### src/core/ext_bus_pkg.sv
// Function
// - Separate bus drives A0-A7 on pins
// - 8-bit mux shares A0-A7 with D0-D7
// - 16-bit mux shares A1-A7/D0-D6, A0 own
// - 16-bit mux shares A8/D7, A9-A15 plain
// - Separate bus drives A8-A15 on pins
// - A16-A19 driven on top pins
// - Four chip selects mark the accessed space
// - Clock pin gives main/8, main/32 or sub
// - Software picks byte strobes or strobe plus enable
// - Byte strobes: low lane even, high odd
// - Read happens only while read strobe low
// - Single strobe mode writes with strobe low
// - Upper lane enable low on odd addresses
// - Hold lasts while pause request stays low
// - Pause grant low while in hold
// - Address capture strobe latches the address
// - Ready input low stretches the bus cycle
// - Separate bus carries D0-D7 on own pins
package ext_bus_pkg;
    localparam int ADDR_W = 20;
    localparam int DATA_W = 16;
    localparam int BYTE_W = 8;
    localparam int TOP_W = 4;
    localparam int SPACE_N = 4;
    localparam int SPACE_W = 2;
    localparam int ODD_BIT = 0;
    localparam int MID_LSB = 8;
    localparam int TOP_LSB = 16;
    localparam int DIV_W = 5;
    localparam logic [DIV_W-1:0] DIV8_LAST = 5'h03;
    localparam logic [DIV_W-1:0] DIV32_LAST = 5'h0F;
    typedef enum logic [1:0] {
        CKO_DIV8 = 2'h0,
        CKO_DIV32 = 2'h1,
        CKO_SUB = 2'h2,
        CKO_OFF = 2'h3
    } cko_sel_t;
    // Gray order along idle, address, strobe, done
    typedef enum logic [2:0] {
        ST_IDLE = 3'h0,
        ST_ADDR = 3'h1,
        ST_STRB = 3'h3,
        ST_DONE = 3'h2,
        ST_HOLD = 3'h6
    } bus_state_t;
endpackage : ext_bus_pkg

### src/core/clk_out_gen.sv
`timescale 1ns/1ps
module clk_out_gen (
    input wire logic sys_clk_i,
    input wire logic rst_n_i,
    input wire logic enable_i,
    input wire logic [1:0] sel_i,
    input wire logic sub_osc_i,
    output logic clk_o
);
    logic [ext_bus_pkg::DIV_W-1:0] cnt_reg, cnt_next, last;
    logic out_next, sub_meta_reg, sub_sync_reg;

    ////////////////////////////////////////////////////////////////////////////
    always_comb
    begin
        cnt_next = ext_bus_pkg::DIV_W'(cnt_reg + 1'h1);
        out_next = clk_o;
        last = (sel_i == ext_bus_pkg::CKO_DIV8) ? ext_bus_pkg::DIV8_LAST
                                                 : ext_bus_pkg::DIV32_LAST;
        if (!enable_i || sel_i == ext_bus_pkg::CKO_OFF)
        begin
            cnt_next = '0;
            out_next = 1'h0;
        end
        else if (sel_i == ext_bus_pkg::CKO_SUB)
        begin
            cnt_next = '0;
            out_next = sub_sync_reg;
        end
        else if (cnt_reg >= last)
        begin
            cnt_next = '0;
            out_next = ~clk_o;
        end
    end

    always_ff @(posedge sys_clk_i or negedge rst_n_i)
    begin
        if (!rst_n_i)
        begin
            cnt_reg <= '0;
            clk_o <= 1'h0;
            sub_meta_reg <= 1'h0;
            sub_sync_reg <= 1'h0;
        end
        else
        begin
            cnt_reg <= cnt_next;
            clk_o <= out_next;
            sub_meta_reg <= sub_osc_i;
            sub_sync_reg <= sub_meta_reg;
        end
    end
endmodule : clk_out_gen

### src/core/ext_bus_master.sv
`timescale 1ns/1ps
module ext_bus_master (
    input wire logic sys_clk_i,
    input wire logic reset_n_i,
    input wire logic wide_bus_n_i,
    input wire logic mux_bus_i,
    input wire logic single_strobe_i,
    input wire logic single_chip_i,
    input wire logic [1:0] clk_out_sel_i,
    input wire logic sub_oscillator_input_i,
    input wire logic req_i,
    input wire logic req_write_i,
    input wire logic req_word_i,
    input wire logic [19:0] req_addr_i,
    input wire logic [15:0] req_wdata_i,
    input wire logic [1:0] req_space_i,
    output logic accept_o,
    output logic done_o,
    output logic [15:0] rdata_o,
    output logic [7:0] addr_lo_o,
    output logic [7:0] addr_lo_oe_n_o,
    input wire logic [7:0] addr_lo_i,
    output logic [7:0] addr_mid_o,
    output logic addr_a8_oe_n_o,
    input wire logic addr_a8_i,
    output logic [3:0] addr_top_o,
    output logic [7:0] data_lo_o,
    output logic data_lo_oe_n_o,
    input wire logic [7:0] data_lo_i,
    output logic [7:0] data_hi_o,
    output logic data_hi_oe_n_o,
    input wire logic [7:0] data_hi_i,
    output logic [3:0] space_select_lines_n_o,
    output logic store_strobe_low_lane_n_o,
    output logic store_strobe_high_lane_n_o,
    output logic read_strobe_n_o,
    output logic address_capture_strobe_o,
    output logic pause_grant_n_o,
    input wire logic bus_pause_request_n_i,
    input wire logic wait_ready_input_n_i,
    output logic external_bus_clock_o,
    output logic clock_output_pin_o
);
    localparam int BW = ext_bus_pkg::BYTE_W;
    localparam int DW = ext_bus_pkg::DATA_W;
    localparam int OB = ext_bus_pkg::ODD_BIT;

    logic rst_meta_reg, rst_n;
    ext_bus_pkg::bus_state_t state_reg, state_next;
    logic [ext_bus_pkg::ADDR_W-1:0] addr_reg, addr_next;
    logic [DW-1:0] wdata_reg, wdata_next, rdata_next, rd_word;
    logic [ext_bus_pkg::SPACE_W-1:0] space_reg, space_next;
    logic we_reg, we_next, word_reg, word_next;
    logic accept_next, done_next, bclk_next;
    logic wide, mux16, lane_lo, lane_hi, upper_hit, in_cycle, data_ph, wr_ph, strb;
    logic hold, drive;
    logic [BW-1:0] byte_lo, byte_hi, rd_lo;
    logic [BW-1:0] addr_lo_next, addr_lo_oe_n_next, addr_mid_next;
    logic [BW-1:0] data_lo_next, data_hi_next;
    logic [ext_bus_pkg::TOP_W-1:0] addr_top_next;
    logic [ext_bus_pkg::SPACE_N-1:0] cs_n_next;
    logic a8_oe_n_next, data_lo_oe_n_next, data_hi_oe_n_next;
    logic stl_n_next, sth_n_next, rd_n_next, ale_next, grant_n_next;

    ////////////////////////////////////////////////////////////////////////////
    // Reset released through two stages
    always_ff @(posedge sys_clk_i or negedge reset_n_i)
    begin
        if (!reset_n_i)
        begin
            rst_meta_reg <= 1'h0;
            rst_n <= 1'h0;
        end
        else
        begin
            rst_meta_reg <= 1'h1;
            rst_n <= rst_meta_reg;
        end
    end

    ////////////////////////////////////////////////////////////////////////////
    clk_out_gen u_clk_out (
        .sys_clk_i(sys_clk_i),
        .rst_n_i(rst_n),
        .enable_i(single_chip_i),
        .sel_i(clk_out_sel_i),
        .sub_osc_i(sub_oscillator_input_i),
        .clk_o(clock_output_pin_o)
    );

    ////////////////////////////////////////////////////////////////////////////
    always_comb
    begin
        wide = ~wide_bus_n_i;
        mux16 = mux_bus_i & wide;
        // read byte gathered from data, shared or shifted pins
        rd_lo = ~mux_bus_i ? data_lo_i :
                mux16 ? {addr_a8_i, addr_lo_i[BW-1:1]} : addr_lo_i;
        if (word_reg && wide)
            rd_word = {data_hi_i, rd_lo};
        else if (wide && addr_reg[OB])
            rd_word = {{BW{1'h0}}, data_hi_i};
        else
            rd_word = {{BW{1'h0}}, rd_lo};
        state_next = state_reg;
        bclk_next = ~external_bus_clock_o;
        addr_next = addr_reg;
        we_next = we_reg;
        word_next = word_reg;
        wdata_next = wdata_reg;
        space_next = space_reg;
        rdata_next = rdata_o;
        accept_next = 1'h0;
        done_next = 1'h0;
        // phases advance on bus clock falling edge
        if (external_bus_clock_o)
        begin
            unique case (state_reg)
                ext_bus_pkg::ST_IDLE:
                begin
                    if (!bus_pause_request_n_i)
                        state_next = ext_bus_pkg::ST_HOLD;
                    else if (req_i)
                    begin
                        state_next = ext_bus_pkg::ST_ADDR;
                        addr_next = req_addr_i;
                        we_next = req_write_i;
                        word_next = req_word_i;
                        wdata_next = req_wdata_i;
                        space_next = req_space_i;
                        accept_next = 1'h1;
                    end
                end
                ext_bus_pkg::ST_ADDR:
                    state_next = ext_bus_pkg::ST_STRB;
                ext_bus_pkg::ST_STRB:
                begin
                    // cycle stretched while ready held low
                    if (wait_ready_input_n_i)
                    begin
                        state_next = ext_bus_pkg::ST_DONE;
                        if (!we_reg)
                            rdata_next = rd_word;
                    end
                end
                ext_bus_pkg::ST_DONE:
                begin
                    state_next = ext_bus_pkg::ST_IDLE;
                    done_next = 1'h1;
                end
                ext_bus_pkg::ST_HOLD:
                begin
                    if (bus_pause_request_n_i)
                        state_next = ext_bus_pkg::ST_IDLE;
                end
                default:
                    state_next = ext_bus_pkg::ST_IDLE;
            endcase
        end

        // Pins follow the next state so that every output is a flop
        lane_hi = wide & (word_next | addr_next[OB]);
        lane_lo = ~wide | word_next | ~addr_next[OB];
        upper_hit = addr_next[OB] | (word_next & wide);
        byte_lo = wdata_next[BW-1:0];
        byte_hi = word_next ? wdata_next[DW-1:BW] : byte_lo;
        strb = state_next == ext_bus_pkg::ST_STRB;
        hold = state_next == ext_bus_pkg::ST_HOLD;
        data_ph = strb || state_next == ext_bus_pkg::ST_DONE;
        in_cycle = data_ph || state_next == ext_bus_pkg::ST_ADDR;
        wr_ph = data_ph & we_next;
        drive = ~hold;

        // low address on its own pins
        addr_lo_next = addr_next[BW-1:0];
        addr_lo_oe_n_next = {BW{hold}};
        // middle address on its own pins
        addr_mid_next = addr_next[ext_bus_pkg::MID_LSB +: BW];
        a8_oe_n_next = hold;
        addr_top_next = addr_next[ext_bus_pkg::TOP_LSB +: ext_bus_pkg::TOP_W];
        // separate data pins driven only for writes
        data_lo_next = byte_lo;
        data_lo_oe_n_next = ~(wr_ph & ~mux_bus_i);
        data_hi_next = byte_hi;
        data_hi_oe_n_next = ~(wr_ph & wide & lane_hi);
        if (mux_bus_i)
        begin
            // shared pins carry address until data phase
            addr_lo_oe_n_next = {BW{~((state_next == ext_bus_pkg::ST_ADDR) | wr_ph)}};
            if (data_ph)
            begin
                if (mux16)
                begin
                    // A0 kept, A1-A7 give way to D0-D6
                    addr_lo_next = {byte_lo[BW-2:0], addr_next[OB]};
                    addr_lo_oe_n_next[OB] = ~drive;
                    addr_mid_next[0] = byte_lo[BW-1];
                    a8_oe_n_next = ~we_next;
                end
                else
                begin
                    addr_lo_next = byte_lo;
                end
            end
            else if (mux16)
                addr_lo_oe_n_next[OB] = ~drive;
        end

        // one select low for the active space
        cs_n_next = '1;
        if (in_cycle)
            cs_n_next[space_next] = 1'h0;
        // read strobe only in read data phase
        rd_n_next = ~(strb & ~we_next);
        // strobe scheme chosen at run time
        if (single_strobe_i)
        begin
            stl_n_next = ~(strb & we_next);
            // upper lane enable over whole cycle
            sth_n_next = ~(in_cycle & upper_hit);
        end
        else
        begin
            stl_n_next = ~(strb & we_next & lane_lo);
            sth_n_next = ~(strb & we_next & lane_hi);
        end
        ale_next = state_next == ext_bus_pkg::ST_ADDR;
        grant_n_next = ~hold;
    end

    always_ff @(posedge sys_clk_i or negedge rst_n)
    begin
        if (!rst_n)
        begin
            state_reg <= ext_bus_pkg::ST_IDLE;
            addr_reg <= '0;
            we_reg <= 1'h0;
            word_reg <= 1'h0;
            wdata_reg <= '0;
            space_reg <= '0;
            rdata_o <= '0;
            accept_o <= 1'h0;
            done_o <= 1'h0;
            external_bus_clock_o <= 1'h0;
            addr_lo_o <= '0;
            addr_lo_oe_n_o <= '0;
            addr_mid_o <= '0;
            addr_a8_oe_n_o <= 1'h0;
            addr_top_o <= '0;
            data_lo_o <= '0;
            data_lo_oe_n_o <= 1'h1;
            data_hi_o <= '0;
            data_hi_oe_n_o <= 1'h1;
            space_select_lines_n_o <= '1;
            store_strobe_low_lane_n_o <= 1'h1;
            store_strobe_high_lane_n_o <= 1'h1;
            read_strobe_n_o <= 1'h1;
            address_capture_strobe_o <= 1'h0;
            pause_grant_n_o <= 1'h1;
        end
        else
        begin
            state_reg <= state_next;
            addr_reg <= addr_next;
            we_reg <= we_next;
            word_reg <= word_next;
            wdata_reg <= wdata_next;
            space_reg <= space_next;
            rdata_o <= rdata_next;
            accept_o <= accept_next;
            done_o <= done_next;
            external_bus_clock_o <= bclk_next;
            addr_lo_o <= addr_lo_next;
            addr_lo_oe_n_o <= addr_lo_oe_n_next;
            addr_mid_o <= addr_mid_next;
            addr_a8_oe_n_o <= a8_oe_n_next;
            addr_top_o <= addr_top_next;
            data_lo_o <= data_lo_next;
            data_lo_oe_n_o <= data_lo_oe_n_next;
            data_hi_o <= data_hi_next;
            data_hi_oe_n_o <= data_hi_oe_n_next;
            space_select_lines_n_o <= cs_n_next;
            store_strobe_low_lane_n_o <= stl_n_next;
            store_strobe_high_lane_n_o <= sth_n_next;
            read_strobe_n_o <= rd_n_next;
            address_capture_strobe_o <= ale_next;
            pause_grant_n_o <= grant_n_next;
        end
    end
endmodule : ext_bus_master

### config.mk
export PLATFORM = sky130hd
export DESIGN_NAME = ext_bus_master
export DESIGN_NICKNAME = d
export VERILOG_FILES = /design/src/core/ext_bus_pkg.sv /design/src/core/clk_out_gen.sv /design/src/core/ext_bus_master.sv
export SDC_FILE = /design/constraint.sdc
export NUM_CORES = 1
export LEC_CHECK = 0
export BUFFER_PORTS_ARGS = -buffer_cell sky130_fd_sc_hd__buf_2
export CORE_MARGIN = 4
export CORE_UTILIZATION = 46
export DETAILED_ROUTE_END_ITERATION = 10
export PLACE_DENSITY = 0.76
export SETUP_SLACK_MARGIN = 0.2
export SLEW_MARGIN = 20
export SYNTH_ARGS = -nofsm -noshare
export SYNTH_HDL_FRONTEND = slang
export SYNTH_SLANG_ARGS = --single-unit
### constraint.sdc
create_clock -name sys_clk_i -period 3 [get_ports sys_clk_i]
set_input_delay 0.6 -clock sys_clk_i [delete_from_list [all_inputs] [get_ports sys_clk_i]]
set_output_delay 0.6 -clock sys_clk_i [all_outputs]
set_load 0.01 [all_outputs]
==> flow_metrics.py <==
metrics = {
    "status": {
        "outcome": "complete, no violations",
    },
    "critical_path": {
        "reg2reg_slack_ns": 0.68,
        "end_kind": "flop",
        "cp-start-kind": "flop",
        "r2r_start": "state_reg[1]$_DFF_PN0_",
        "cp_max_fo": 44,
        "critPathKind": "reg2reg",
        "worstPathArrival_ns": 2.57,
        "worstReg2RegEnd": "data_hi_o[6]$_DFF_PN0_",
        "crit_required_ns": 3.25,
        "reg2reg_depth": 5,
    },
    "synth": {
        "ys_warn_count": 0,
        "syn-num-nets": 493,
        "ys_seq_area_frac": 0.540,
        "async_reset_ff_frac": 1.00,
        "synth_flop_cell": "dfrtp_1",
        "yosysTopAreaCellShare": 0.485,
        "synth_area_sq_um": 4800,
        "yosys.area.top_type": "dfrtp_1",
        "yosysUniqueCellTypes": 53,
        "synthCells": 413,
        "synth_seq_cells": 103,
        "syn_area_per_cell_sq_um": 11.6,
        "netlist_top_cells_area": "dfrtp_1, mux2i_1, mux2_4",
        "synth-edff-count": 0,
    },
    "place": {
        "gp_congestion": 0.858,
        "placed_area_sq_um": 5460,
        "dp_hpwl_um": 7940,
        "port_buffers": 152,
        "dp_slack_ns": 0.497,
    },
    "floorplanning": {
        "die_w_um": 110,
        "die_h_um": 110,
        "rows": 37,
        "start_util": 0.469,
        "coreArea_sq_um": 10200,
        "die_area_sq_um": 12100,
        "io_pins": 153,
    },
    "hold_path": {
        "worstHoldPathType": "in2reg",
        "hold_depth": 1,
        "min_to": "u_clk_out.sub_meta_reg$_DFF_PN0_",
        "hold_path_startpoint": "sub_oscillator_input_i",
    },
    "clocking": {
        "cts_resized": 0,
        "path_clk_slew_ns": 0.10,
        "root_buffer": "clkbuf_8",
        "cts_buffers": 9,
        "cts_tree": "done",
        "cts_sinks": 103,
        "clk_path_buf_depth": 2,
        "htree_num_levels": 3,
        "clock_latency_ns": 0.36,
    },
    "route": {
        "wl_um": 10800,
        "wire_per_inst_um": 15.8,
        "postRouteAntennaNets": 0,
        "drtIter0Drc": 202,
        "route.detailed.drc": 0,
        "dr.pass1.iters": 4,
        "vias": 3395,
        "routed_via_density": 4.99,
    },
    "global_routing": {
        "grt_pass1_vias": 3274,
        "antenna_found_initial": 0,
        "grt_pass1_wl_um": 16700,
        "grt_max_degree": 72,
        "overflow": 0,
        "track_usage": 0.178,
    },
    "power": {
        "p_switching_uw": 1730,
        "p_per_area_nw_per_um2": 899,
        "vdd_drop_max_v": 0.000497,
        "p_int_uw": 3410,
        "p_clk_frac": 0.201,
        "p_leak_uw": 0.00281,
        "seq_power_share": 0.441,
        "p_sw_frac": 0.336,
        "p_comb_frac": 0.358,
    },
    "sta": {
        "finClkSkew_ns": 0.00934,
        "max_slew_margin": 0.382,
        "period_share": 0.774,
        "setup_violations": 0,
        "worst_slack_ns": 0.680,
        "fin_crit_ns": 2.32,
        "report.final.slew_viol_count": 0,
        "hold_viol": 0,
        "finalSetupTns_ns": 0,
        "rsz0062_at_grt": "false",
        "fmax_ghz": 0.431,
        "tightest_slew_ns": 0.923,
        "worst_hold_slack_ns": 0.337,
    },
    "finish": {
        "final_util": 0.559,
        "finish.net_count": 619,
        "seqCellArea_sq_um": 2590,
        "area_delta_synth_final_pct": 19.1,
        "fillers": 907,
        "final_cell_area_sq_um": 5720,
        "multi_input_area_sq_um": 1830,
        "largest_reg_flops": 20,
        "antenna_cells": 0,
        "drive_above_1_share": 0.425,
    },
    "job": {
        "drv_cap": 0,
    },
}
## what timing repair did
item,CTS,global route
buffers inserted,0,0
hold buffers,1,0
endpoints found under the setup margin,0,0
endpoints found under the hold margin,2,0
## power groups by stage
stage               logic, uW  clock network [uW]  registers [uW]
floorplan                1270                   0            2360
global placement         1810                   0            2280
detailed placement       1860                   0            2300
CTS                      1870                1070            2280
global route             2050                1120            2340
finish                   1840                1030            2260
## cell usage in the layout (no fill, tap or decap), drive strengths merged, types with 2 or more instances in the layout
master / Yosys / routed
o22ai: 2 / 2
bufinv: 0 / 3
o21ai: 24 / 24
nor3b: 2 / 2
dfrtp: 93 / 93
and2b: 2 / 2
buf: 37 / 158
mux2: 37 / 37
nor2b: 4 / 4
clkbuf: 7 / 9
inv: 14 / 15
clkinv: 0 / 2
nand2: 64 / 64
a31oi: 2 / 2
nand3b: 3 / 3
dfstp: 10 / 10
nand3: 9 / 9
a21oi: 12 / 12
mux2i: 33 / 33
nand4: 3 / 3
a211oi: 12 / 12
ha: 3 / 3
nor2: 18 / 18
## cells in the mapped netlist, types with 4 or more instances
cell / count
dfrtp_1: 93
nand2_1: 63
mux2i_1: 33
buf_4: 25
o21ai_0: 22
mux2_4: 19
mux2_2: 18
nor2_1: 18
inv_1: 13
a211oi_1: 12
a21oi_1: 12
dfstp_2: 10
nand3_1: 9
clkbuf_1: 7
buf_2: 5
nor2b_1: 4
## critical path, stage by stage, from the launching register on
cell,delay (ns)
dfrtp_1,0.47
and3b_1,0.47
nand2_8,0.17
inv_8,0.31
mux2_4,0.44
mux2_4,0.32
## final cells by class
cell class	count	share of cell area
clock buffer	9	0.0217
clock inverter	7	0.0210
inverter	14	0.0105
multi-input combinational	252	0.320
sequential	103	0.454
tap	136	0.0298
timing repair buffer	159	0.143
## per-layer routing
layer	wire length [um]	GRT usage	vias to the layer above	share of wire
met5	0	0	-	0
met4	78	0.0396	0	0.0072
met3	690	0.0454	10	0.064
met2	5420	0.305	107	0.50
met1	4570	0.229	1637	0.42
li1	-	-	1641	-
## logic make-up after synthesis
group | after synthesis | share of synthesized area
AOI/OAI and AO/OA | 62 | 0.0821
xor gates and xnor gates | 2 | 0.00365
adders and majority gates | 3 | 0.00782
buffers and inverters | 58 | 0.0793
DFF | 103 | 0.540
muxes | 70 | 0.170
other | 1 | 0.000781
and+or+nand+nor | 114 | 0.116
## worst max-delay path by stage
stage,startpoint,to,slack [ns]
final,state_reg[1]$_DFF_PN0_,data_hi_o[6]$_DFF_PN0_,0.68
after global routing,external_bus_clock_o$_DFF_PN0_,data_hi_o[6]$_DFF_PN0_,0.58
after CTS,state_reg[0]$_DFF_PN0_,data_hi_o[6]$_DFF_PN0_,0.68
after detailed placement,bus_pause_request_n_i,data_hi_o[6]$_DFF_PN0_,0.50
after global placement,bus_pause_request_n_i,data_hi_o[1]$_DFF_PN0_,0.52
after floorplan,bus_pause_request_n_i,data_hi_o[1]$_DFF_PN0_,1.08
## per-stage QoR
stage	power, uW	cells
after floorplan	3630	413
after global placement	4080	663
after detailed placement	4160	663
after CTS	5220	680
after global routing	5520	680
final	5140	680
(Power assumes the default switching activity.)
